--- src/rtl/lffr_regs.vh ---
`ifndef LFFR_REGS_VH
`define LFFR_REGS_VH

`define LFFR_CLK_MHZ       100
`define LFFR_PULSE_US      50
`define LFFR_PULSE_CYC     (`LFFR_PULSE_US * `LFFR_CLK_MHZ)
`define LFFR_WDT_STEP_US   1000
`define LFFR_WDT_STEP_CYC  (`LFFR_WDT_STEP_US * `LFFR_CLK_MHZ)
`define LFFR_OPEN_DEG_US   5
`define LFFR_OPEN_DEG_CYC  (`LFFR_OPEN_DEG_US * `LFFR_CLK_MHZ)
`define LFFR_SHORT_DEG_US  2
`define LFFR_SHORT_DEG_CYC (`LFFR_SHORT_DEG_US * `LFFR_CLK_MHZ)
`define LFFR_SLS_DEG_US    5
`define LFFR_SLS_DEG_CYC   (`LFFR_SLS_DEG_US * `LFFR_CLK_MHZ)

`define LFFR_A_CTRL        8'h00
`define LFFR_A_STATUS      8'h04
`define LFFR_A_MASK        8'h08
`define LFFR_A_CHEN        8'h0c
`define LFFR_A_DIAGEN      8'h10
`define LFFR_A_OPEN        8'h14
`define LFFR_A_SHORT       8'h18
`define LFFR_A_SLS         8'h1c
`define LFFR_A_STATE       8'h20
`define LFFR_A_CRC         8'h24

`define LFFR_CTRL_CLR      0
`define LFFR_CTRL_FSCLR    1
`define LFFR_CTRL_PORCLR   2
`define LFFR_CTRL_SINGLE_SHORT_ENABLE    3
`define LFFR_CTRL_WDT_LSB  4
`define LFFR_CTRL_BLK_LSB  8

`define LFFR_ST_LOWSUP     0
`define LFFR_ST_SUPUV      1
`define LFFR_ST_REF        2
`define LFFR_ST_PRETH      3
`define LFFR_ST_THERM      4
`define LFFR_ST_CRC        5
`define LFFR_ST_OUT        6
`define LFFR_ST_GLOBAL     7
`define LFFR_ST_POR        8
`define LFFR_ST_FS         9

`define LFFR_MK_OPEN       6
`define LFFR_MK_SHORT      7
`define LFFR_MK_SLS        8

`define LFFR_RST_BLANK     8'h10
`define LFFR_RST_WDT       4'h0
`define LFFR_RST_DIAGEN    24'hffffff
`define LFFR_RST_CRC       8'hff

`define LFFR_S_POR         2'h0
`define LFFR_S_INIT        2'h1
`define LFFR_S_NORMAL      2'h2
`define LFFR_S_FAILSAFE    2'h3

`endif

--- src/rtl/lffr_pulse.v ---
`timescale 1ns/100ps
`default_nettype none
module lffr_pulse #(
   parameter [12:0] CYC = 13'h1388
) (
   input  wire clk,
   input  wire rst,
   input  wire trig,
   output wire busy
);
   reg [12:0] cnt_q;

   // A new trigger during a pulse restarts the full length.
   always @(posedge clk or posedge rst)
   begin
      if (rst)
         cnt_q <= 13'h0;
      else if (trig)
         cnt_q <= CYC;
      else if (cnt_q != 13'h0)
         cnt_q <= cnt_q - 13'h1;
   end

   assign busy = (cnt_q != 13'h0);
endmodule
`default_nettype wire

--- src/rtl/lffr_sync.v ---
`timescale 1ns/100ps
`default_nettype none
module lffr_sync #(
   parameter W = 1
) (
   input  wire         clk,
   input  wire         rst,
   input  wire [W-1:0] d,
   output wire [W-1:0] q
);
   reg [W-1:0] meta_q;
   reg [W-1:0] sync_q;

   always @(posedge clk or posedge rst)
   begin
      if (rst)
      begin
         meta_q <= {W{1'b0}};
         sync_q <= {W{1'b0}};
      end
      else
      begin
         meta_q <= d;
         sync_q <= meta_q;
      end
   end

   assign q = sync_q;
endmodule
`default_nettype wire

--- src/rtl/lffr_top.v ---
// How it works
// - open-load mask keeps fault off global reporting
// - short mask keeps fault off global reporting
// - unmasked single-short sets its channel flag and the output flag, pulses pin
// - rail fault enters restart, holds pin low
// - low supply blocks open-load and single-short detections, latches, pulses
// - undervoltage cuts outputs, holds pin low
// - reference fault holds pin low, auto release
// - thermal cuts outputs, holds pin, resumes
// - pre-thermal latches flag, pulses pin once
// - open-load needs enables, supply, long pulse
// - short needs enables and long pulse
// - single-short also needs its global enable
// - CRC mismatch latches flag, maskable pulse
// - watchdog overflow enters fail-safe; clear returns
// - fault-clear bit clears all but power-on and fail-safe flags, self-returns
// - watchdog restarts on good transfer, counts idle
// - setting zero disables, fifteen forces fail-safe
//
// Strobed register access and the address map were decided locally.
`timescale 1ns/100ps
`default_nettype none
`include "lffr_regs.vh"
module lffr_top #(
   parameter [12:0] PULSE_CYC    = `LFFR_PULSE_CYC,
   parameter [16:0] WDT_STEP_CYC = `LFFR_WDT_STEP_CYC
) (
   input  wire        CORE_CLK,
   input  wire        RST,
   input  wire [7:0]  ADDR,
   input  wire [31:0] WDATA,
   input  wire        WR,
   input  wire        RD,
   output wire [31:0] RDATA,
   output wire        IRQ,
   input  wire [23:0] CHAN_OPEN_DET,
   input  wire [23:0] CHAN_SHORT_DET,
   input  wire [23:0] CHAN_SLS_DET,
   input  wire [23:0] PWM_ON,
   input  wire        LOW_SUPPLY_DET,
   input  wire        SUPPLY_UV_DET,
   input  wire        REF_FAULT_DET,
   input  wire        PRETHERMAL_DET,
   input  wire        THERMAL_DET,
   input  wire        RAIL_FAULT_DET,
   input  wire [7:0]  COMPUTED_CONFIG_CRC,
   input  wire        CRC_CHECK_DONE,
   input  wire        BUS_IDLE,
   input  wire        XFER_OK,
   input  wire        FAULT_PIN_I,
   output wire        FAULT_PIN_O,
   output wire        FAULT_PIN_OE_N,
   output wire        OUTPUTS_OFF,
   output wire        DETECT_HOLD,
   output wire [23:0] CHAN_OUT_EN,
   output wire [1:0]  DEV_STATE
);
   localparam [10:0] OPEN_DEG  = `LFFR_OPEN_DEG_CYC;
   localparam [10:0] SHORT_DEG = `LFFR_SHORT_DEG_CYC;
   localparam [10:0] SLS_DEG   = `LFFR_SLS_DEG_CYC;

   // True once the on-time has passed blanking plus the deglitch time.
   function qual;
      input [10:0] cnt;
      input [7:0]  blank;
      input [10:0] deg;
      begin
         qual = ({1'b0, cnt} >= ({4'h0, blank} + {1'b0, deg}));
      end
   endfunction

   wire [78:0] sync_out;
   wire [23:0] open_s;
   wire [23:0] short_s;
   wire [23:0] sls_s;
   wire        lowsup_s;
   wire        supuv_s;
   wire        ref_s;
   wire        preth_s;
   wire        therm_s;
   wire        rail_s;
   wire        pin_s;

   lffr_sync #(
      .W (79)
   ) u_sync (
      .clk (CORE_CLK),
      .rst (RST),
      .d   ({FAULT_PIN_I, RAIL_FAULT_DET, THERMAL_DET, PRETHERMAL_DET,
             REF_FAULT_DET, SUPPLY_UV_DET, LOW_SUPPLY_DET,
             CHAN_SLS_DET, CHAN_SHORT_DET, CHAN_OPEN_DET}),
      .q   (sync_out)
   );

   assign open_s   = sync_out[23:0];
   assign short_s  = sync_out[47:24];
   assign sls_s    = sync_out[71:48];
   assign lowsup_s = sync_out[72];
   assign supuv_s  = sync_out[73];
   assign ref_s    = sync_out[74];
   assign preth_s  = sync_out[75];
   assign therm_s  = sync_out[76];
   assign rail_s   = sync_out[77];
   assign pin_s    = sync_out[78];

   reg        clr_q;
   reg        fs_clr_q;
   reg        por_clr_q;
   reg        sls_en_q;
   reg [3:0]  wdt_set_q;
   reg [7:0]  blank_q;
   reg [8:0]  mask_q;
   reg [23:0] chen_q;
   reg [23:0] diag_q;
   reg [7:0]  crc_q;
   reg [5:0]  st_q;
   reg        out_q;
   reg        por_q;
   reg        fs_q;
   reg [23:0] open_q;
   reg [23:0] short_q;
   reg [23:0] sls_q;
   reg [1:0]  state_q;
   reg [1:0]  state_d;
   reg [16:0] wdt_pre_q;
   reg [3:0]  wdt_step_q;
   reg [31:0] rdata_q;
   reg [10:0] pwm_cnt_q [0:23];
   reg [23:0] open_det;
   reg [23:0] short_det;
   reg [23:0] sls_det;
   integer    i;

   wire wr_ctrl   = WR && (ADDR == `LFFR_A_CTRL);
   wire wr_status = WR && (ADDR == `LFFR_A_STATUS);
   wire running   = (state_q == `LFFR_S_NORMAL) || (state_q == `LFFR_S_FAILSAFE);

   // Low supply lifts itself: open-load and single-short detection is blocked only while it lasts.
   assign DETECT_HOLD = lowsup_s;

   always @*
   begin
      for (i = 0; i < 24; i = i + 1)
      begin
         open_det[i] = running && open_s[i] && chen_q[i] && diag_q[i] && !lowsup_s
                       && PWM_ON[i] && qual(pwm_cnt_q[i], blank_q, OPEN_DEG);
         short_det[i] = running && short_s[i] && chen_q[i] && diag_q[i]
                        && PWM_ON[i] && qual(pwm_cnt_q[i], blank_q, SHORT_DEG);
         sls_det[i] = running && sls_s[i] && chen_q[i] && diag_q[i] && sls_en_q
                      && !lowsup_s && PWM_ON[i]
                      && qual(pwm_cnt_q[i], blank_q, SLS_DEG);
      end
   end

   // On-time counters measure how long each channel's PWM has been on.
   always @(posedge CORE_CLK or posedge RST)
   begin
      if (RST)
      begin
         for (i = 0; i < 24; i = i + 1)
            pwm_cnt_q[i] <= 11'h0;
      end
      else
      begin
         for (i = 0; i < 24; i = i + 1)
         begin
            if (!PWM_ON[i])
               pwm_cnt_q[i] <= 11'h0;
            else if (pwm_cnt_q[i] != 11'h7ff)
               pwm_cnt_q[i] <= pwm_cnt_q[i] + 11'h1;
         end
      end
   end

   wire [5:0] st_set;
   assign st_set[`LFFR_ST_LOWSUP] = running && lowsup_s;
   assign st_set[`LFFR_ST_SUPUV]  = running && supuv_s;
   assign st_set[`LFFR_ST_REF]    = running && ref_s;
   assign st_set[`LFFR_ST_PRETH]  = running && preth_s;
   assign st_set[`LFFR_ST_THERM]  = running && therm_s;
   assign st_set[`LFFR_ST_CRC]    = running && CRC_CHECK_DONE
                                    && (COMPUTED_CONFIG_CRC != crc_q);

   wire open_um  = !mask_q[`LFFR_MK_OPEN];
   wire short_um = !mask_q[`LFFR_MK_SHORT];
   wire sls_um   = !mask_q[`LFFR_MK_SLS];
   wire out_set  = (|open_det && open_um) || (|short_det && short_um)
                   || (|sls_det && sls_um);

   wire [5:0] st_new  = st_set & ~st_q & ~mask_q[5:0];
   wire       chan_new = (|(open_det & ~open_q) && open_um)
                         || (|(short_det & ~short_q) && short_um)
                         || (|(sls_det & ~sls_q) && sls_um);
   wire       pulse_trig = st_new[`LFFR_ST_LOWSUP] || st_new[`LFFR_ST_PRETH]
                           || st_new[`LFFR_ST_CRC] || chan_new;
   wire       pulse_busy;

   lffr_pulse #(
      .CYC (PULSE_CYC)
   ) u_pulse (
      .clk  (CORE_CLK),
      .rst  (RST),
      .trig (pulse_trig),
      .busy (pulse_busy)
   );

   wire const_pull = (state_q == `LFFR_S_POR)
                     || (supuv_s && !mask_q[`LFFR_ST_SUPUV])
                     || (ref_s && !mask_q[`LFFR_ST_REF])
                     || (therm_s && !mask_q[`LFFR_ST_THERM]);

   // The pin only ever sinks; the constant pull covers any pulse.
   assign FAULT_PIN_O    = 1'b0;
   assign FAULT_PIN_OE_N = !(const_pull || pulse_busy);

   wire gflag = out_q || (|(st_q & ~mask_q[5:0])) || por_q;
   assign IRQ = gflag;

   assign OUTPUTS_OFF = supuv_s || therm_s || !running;
   assign CHAN_OUT_EN = OUTPUTS_OFF ? 24'h0 : chen_q;
   assign DEV_STATE   = state_q;

   // Flags: hardware set wins over a clear in the same cycle.
   always @(posedge CORE_CLK or posedge RST)
   begin
      if (RST)
      begin
         st_q    <= 6'h0;
         out_q   <= 1'b0;
         open_q  <= 24'h0;
         short_q <= 24'h0;
         sls_q   <= 24'h0;
         por_q   <= 1'b0;
         fs_q    <= 1'b0;
      end
      else
      begin
         st_q <= (st_q & ~({6{clr_q}} | (wr_status ? WDATA[5:0] : 6'h0)))
                 | st_set;
         out_q <= (out_q && !clr_q && !(wr_status && WDATA[`LFFR_ST_OUT]))
                  || out_set;
         open_q  <= (open_q & ~{24{clr_q}}) | open_det;
         short_q <= (short_q & ~{24{clr_q}}) | short_det;
         sls_q   <= (sls_q & ~{24{clr_q}}) | sls_det;
         por_q   <= (por_q && !por_clr_q) || (state_q == `LFFR_S_POR);
         fs_q    <= (fs_q && !fs_clr_q) || (state_d == `LFFR_S_FAILSAFE
                                            && state_q == `LFFR_S_NORMAL);
      end
   end

   // Watchdog: a prescaler of fixed length times each step of the setting.
   wire wdt_ovf = (state_q == `LFFR_S_NORMAL)
                  && ((wdt_set_q == 4'hf)
                      || (wdt_set_q != 4'h0 && wdt_step_q == wdt_set_q));

   always @(posedge CORE_CLK or posedge RST)
   begin
      if (RST)
      begin
         wdt_pre_q  <= 17'h0;
         wdt_step_q <= 4'h0;
      end
      else if (XFER_OK || state_q != `LFFR_S_NORMAL)
      begin
         wdt_pre_q  <= 17'h0;
         wdt_step_q <= 4'h0;
      end
      else if (BUS_IDLE && wdt_step_q != wdt_set_q)
      begin
         if (wdt_pre_q == WDT_STEP_CYC - 17'h1)
         begin
            wdt_pre_q  <= 17'h0;
            wdt_step_q <= wdt_step_q + 4'h1;
         end
         else
            wdt_pre_q <= wdt_pre_q + 17'h1;
      end
   end

   always @*
   begin
      state_d = state_q;
      case (state_q)
         `LFFR_S_POR:
            state_d = `LFFR_S_INIT;
         `LFFR_S_INIT:
            state_d = `LFFR_S_NORMAL;
         `LFFR_S_NORMAL:
            if (wdt_ovf)
               state_d = `LFFR_S_FAILSAFE;
         `LFFR_S_FAILSAFE:
            if (fs_clr_q)
               state_d = `LFFR_S_NORMAL;
         default:
            state_d = `LFFR_S_POR;
      endcase
      if (rail_s)
         state_d = `LFFR_S_POR;
   end

   always @(posedge CORE_CLK or posedge RST)
   begin
      if (RST)
         state_q <= `LFFR_S_POR;
      else
         state_q <= state_d;
   end

   // Command bits are one-cycle pulses, so they read back as zero after.
   always @(posedge CORE_CLK or posedge RST)
   begin
      if (RST)
      begin
         clr_q     <= 1'b0;
         fs_clr_q  <= 1'b0;
         por_clr_q <= 1'b0;
         sls_en_q  <= 1'b0;
         wdt_set_q <= `LFFR_RST_WDT;
         blank_q   <= `LFFR_RST_BLANK;
         mask_q    <= 9'h0;
         chen_q    <= 24'h0;
         diag_q    <= `LFFR_RST_DIAGEN;
         crc_q     <= `LFFR_RST_CRC;
      end
      else
      begin
         clr_q     <= wr_ctrl && WDATA[`LFFR_CTRL_CLR];
         fs_clr_q  <= wr_ctrl && WDATA[`LFFR_CTRL_FSCLR];
         por_clr_q <= wr_ctrl && WDATA[`LFFR_CTRL_PORCLR];
         if (wr_ctrl)
         begin
            sls_en_q  <= WDATA[`LFFR_CTRL_SINGLE_SHORT_ENABLE];
            wdt_set_q <= WDATA[`LFFR_CTRL_WDT_LSB +: 4];
            blank_q   <= WDATA[`LFFR_CTRL_BLK_LSB +: 8];
         end
         if (WR && ADDR == `LFFR_A_MASK)
            mask_q <= WDATA[8:0];
         if (WR && ADDR == `LFFR_A_CHEN)
            chen_q <= WDATA[23:0];
         if (WR && ADDR == `LFFR_A_DIAGEN)
            diag_q <= WDATA[23:0];
         if (WR && ADDR == `LFFR_A_CRC)
            crc_q <= WDATA[7:0];
      end
   end

   always @(posedge CORE_CLK or posedge RST)
   begin
      if (RST)
         rdata_q <= 32'h0;
      else if (RD)
      begin
         case (ADDR)
            `LFFR_A_CTRL:
               rdata_q <= {16'h0, blank_q, wdt_set_q, sls_en_q,
                           por_clr_q, fs_clr_q, clr_q};
            `LFFR_A_STATUS:
               rdata_q <= {22'h0, fs_q, por_q, gflag, out_q, st_q};
            `LFFR_A_MASK:
               rdata_q <= {23'h0, mask_q};
            `LFFR_A_CHEN:
               rdata_q <= {8'h0, chen_q};
            `LFFR_A_DIAGEN:
               rdata_q <= {8'h0, diag_q};
            `LFFR_A_OPEN:
               rdata_q <= {8'h0, open_q};
            `LFFR_A_SHORT:
               rdata_q <= {8'h0, short_q};
            `LFFR_A_SLS:
               rdata_q <= {8'h0, sls_q};
            `LFFR_A_STATE:
               rdata_q <= {24'h0, wdt_step_q, pin_s, OUTPUTS_OFF, state_q};
            `LFFR_A_CRC:
               rdata_q <= {16'h0, COMPUTED_CONFIG_CRC, crc_q};
            default:
               rdata_q <= 32'h0;
         endcase
      end
   end

   assign RDATA = rdata_q;
endmodule
`default_nettype wire

--- config.mk ---
export PLATFORM = sky130hd
export DESIGN_NAME = lffr_top
export DESIGN_NICKNAME = d
export VERILOG_FILES = /design/src/rtl/lffr_pulse.v /design/src/rtl/lffr_sync.v /design/src/rtl/lffr_top.v
export VERILOG_INCLUDE_DIRS = /design/src /design/src/rtl
export SDC_FILE = /design/constraint.sdc
export NUM_CORES = 2
export LEC_CHECK = 0
export ABC_CLOCK_PERIOD_IN_PS = 24200
export BUFFER_PORTS_ARGS = -buffer_cell sky130_fd_sc_hd__buf_2
export CAP_MARGIN = 20
export CORE_ASPECT_RATIO = 1.2
export CORE_MARGIN = 1.5
export CORE_UTILIZATION = 45
export CTS_CLUSTER_SIZE = 10
export DETAILED_ROUTE_END_ITERATION = 12
export GPL_ROUTABILITY_DRIVEN = 0
export GPL_TIMING_DRIVEN = 1
export PLACE_DENSITY = 0.61
export SYNTH_ARGS = -nofsm -noshare
export SYNTH_HDL_FRONTEND = slang
export SYNTH_SLANG_ARGS = --single-unit
--- constraint.sdc ---
create_clock -name CORE_CLK -period 24.2 [get_ports CORE_CLK]
set_clock_uncertainty 0.05 [all_clocks]
set_input_delay 2.42 -clock CORE_CLK [delete_from_list [all_inputs] [get_ports CORE_CLK]]
set_output_delay 2.42 -clock CORE_CLK [all_outputs]
set_load 0.05 [all_outputs]
==> out/results.tsv <==
metric	value	unit
status	complete, no violations	
relSlewSlack	20.1	%
ys_async_sr_fraction	100	%
worstPathCellList	nand3_1 > and2_2 > ha_1 > a2111oi_0 > o21ai_0 > a31oi_1 > nand4_1 > a211oi_1 > o221ai_1 > nor4_1 > nand4_1 > nor3_1 > o2111ai_1 > buf_4 > nand2b_1	
cts_made_buffers	78	
grt_util_all_layers	29.7	%
port_buffers	203	
grt_overflow	0	
grtUsageMet2	46.5	%
num_vias	31100	
top_usage_layer	met2	
hold_class	reg -> reg	
path_delay_family	compound AO/OA/AOI/OAI gates	
synth_edf_count	0	
vias_per_cell	6.04	
grt_max_degree	125	
r2r_cells	15	
setup_viol	0	
final_max_slew_viol_count	0	
syn2layout_area_growth	13.0	%
crit-reg2reg-capture	u_pulse.cnt_q[7]	
drt-total-wl	126000	um
grt_pass1_vias	30100	
syn_avg_cell_area	9.97	sq um
p_leak	0.0195	uW
place_area	0.0400	sq mm
cts_resized	0	
htree_levels	3	
antenna_found_initial	4	
fp-row-count	115	
fp.dieH	320	um
use_met3	5.84	%
cts-root-buf	clkbuf_16	
maxCapViolCount	0	
yosys_most_used_dff	dfrtp_1	
r2r_slack	18.09	ns
cpPeakStageDelay	0.90	ns
drt-wirelength-per-cell	24.4	um
ioPinCount	221	
period_share	25.3	%
min_period	6.11	ns
first_pass_iters	6	
drt_drc_violations_left	0	
startpoint	blank_q[5]	
worst_setup_path_end_kind	flip-flop	
ys_ff_latch	644	
slowest_stage	dfrtp_1	
dpl.hpwl	88300	um
grt_pass1_wl	190000	um
tightest_slew	1.19	ns
whs	0.290	ns
hold_viol	0	
ys_seq_area_share	43.0	%
core-area	0.0823	sq mm
layout_common_cells	dfrtp_1, ha_1, nand2_1	
final_common_cell	dfrtp_1	
crit_arrival	6.59	ns
tns	0	ns
path_clk_slew	0.06	ns
clock_latency	0.66	ns
ctsLongestPathBuffers	3	
rsz0062_at_grt	false	
crit_path_frequent_cell	nand4_1	
crit_type	reg -> reg	
reg2reg_from	blank_q[5]	
design_area	0.0424	sq mm
crit_cells	15	
fmax	164	MHz
crit_path_end	u_pulse.cnt_q[7]	
cp.required	24.68	ns
grtUsageMet1	38.0	%
yosysUniqueCellTypes	89	
p_per_area	61.3	mW/mm^2
initial_core_util	45.7	%
final_layout_size_suffix_gt1_share	12.9	%
drtIter0Drc	3151	
die_area	0.0852	sq mm
irDropWorstVdd	0.0636	mV
worstPathMaxFanout	13	
critPathLaunchType	flip-flop	
clock_sinks	644	
cts_tree	yes	
ctsHoldBuffers	0	
syn_inst	3769	
ant_nets	0	
yosysWarnings	0	
fin_nets	4511	
post_cts_buffers	0	
synth_area	0.0376	sq mm
die_w	267	um
cp.buffers_inverters	1	
synthesized netlist by cell type (33+ instances only):
master	number	area, sq um
dfrtp_1	611	15300
ha_1	366	4580
nand2_1	258	968
nor2_1	235	882
o21ai_0	218	1090
inv_1	174	653
nand3_1	162	811
xnor2_1	153	1340
a21oi_1	121	606
and2_1	119	744
nand4_1	105	657
clkbuf_1	96	360
mux2_2	78	878
nor3_1	78	390
and3_1	63	394
a211oi_1	57	428
xor2_1	57	499
a31oi_1	55	344
a22oi_1	54	405
or3_1	53	332
nor2b_1	50	313
a21o_1	48	360
nand2b_1	42	263
dfstp_2	33	867
kinds of logic (layout without fill, tap and decap cells):
kind of cell | after synthesis | count (layout) | share of synthesized area, %
fa+ha+maj | 394 | 394 | 12.9
compound gates | 837 | 837 | 15.1
mux | 106 | 106 | 3.08
other cells | 1 | 11 | 0.00998
buf+inv | 311 | 579 | 3.40
simple gates | 1260 | 1260 | 17.2
xor+xnor | 216 | 216 | 5.24
flops | 644 | 644 | 43.0
registers in the layout (all words and copies together), names as in the netlist, 2 cells and up:
signal,count
pwm_cnt_q,253
u_sync.meta_q,79
u_sync.q,79
RDATA,24
chen_q,24
diag_q,24
open_q,24
short_q,24
sls_q,24
wdt_pre_q,17
u_pulse.cnt_q,13
qual.cnt,11
mask_q,9
blank_q,8
crc_q,8
st_q,6
wdt_set_q,4
wdt_step_q,4
DEV_STATE,2
stage by stage:
step,util [%],cells,power [uW],worst slack (ns)
floorplan,-,3777,1360,3.74
global placement,48.6,5017,1470,17.56
detailed placement,48.6,5017,1480,17.57
CTS,51.5,5155,2620,18.14
global route,51.6,5156,2700,17.81
finish,51.6,5158,2600,18.09
power by group:
| group | internal (uW) | leakage, uW | total [uW] | switching (uW) |
|---|---|---|---|---|
| registers | 1120 | 0.00805 | 1170 | 46.8 |
| clock network | 659 | 0.00118 | 1140 | 478 |
| logic | 100 | 0.0103 | 295 | 194 |
| total | 1880 | 0.0195 | 2600 | 719 |
cell type report:
| cell class | instances | area (sq um) |
|---|---|---|
| antenna | 2 | 5.00 |
| clock buffer | 129 | 2300 |
| clock inverter | 9 | 133 |
| fill | 7648 | 39900 |
| inverter | 179 | 679 |
| multi-input combinational | 2822 | 20300 |
| sequential | 644 | 16200 |
| tap | 1111 | 1390 |
| timing repair buffer | 262 | 1480 |
routing by layer:
metal  wire length (um)  up-vias  share of wire (%)
li1                   -    14200                  -
met1              50600    15200                 40
met2              56300     1369                 45
met3              10300      369                8.2
met4               8400        6                6.7
met5                 34        -              0.027
how the worst min path moves through the flow:
stage	start	slack, ns	cells past startpoint	end
floorplan	u_sync.meta_q[0]	0.28	0	u_sync.q[0]
global placement	u_sync.meta_q[78]	0.28	0	u_sync.q[78]
detailed placement	u_sync.meta_q[0]	0.28	0	u_sync.q[0]
CTS	u_sync.meta_q[43]	0.29	0	u_sync.q[43]
global route	u_sync.meta_q[27]	0.30	0	u_sync.q[27]
finish	u_sync.meta_q[43]	0.29	0	u_sync.q[43]
Note: power is estimated with default switching activity, not from simulation.
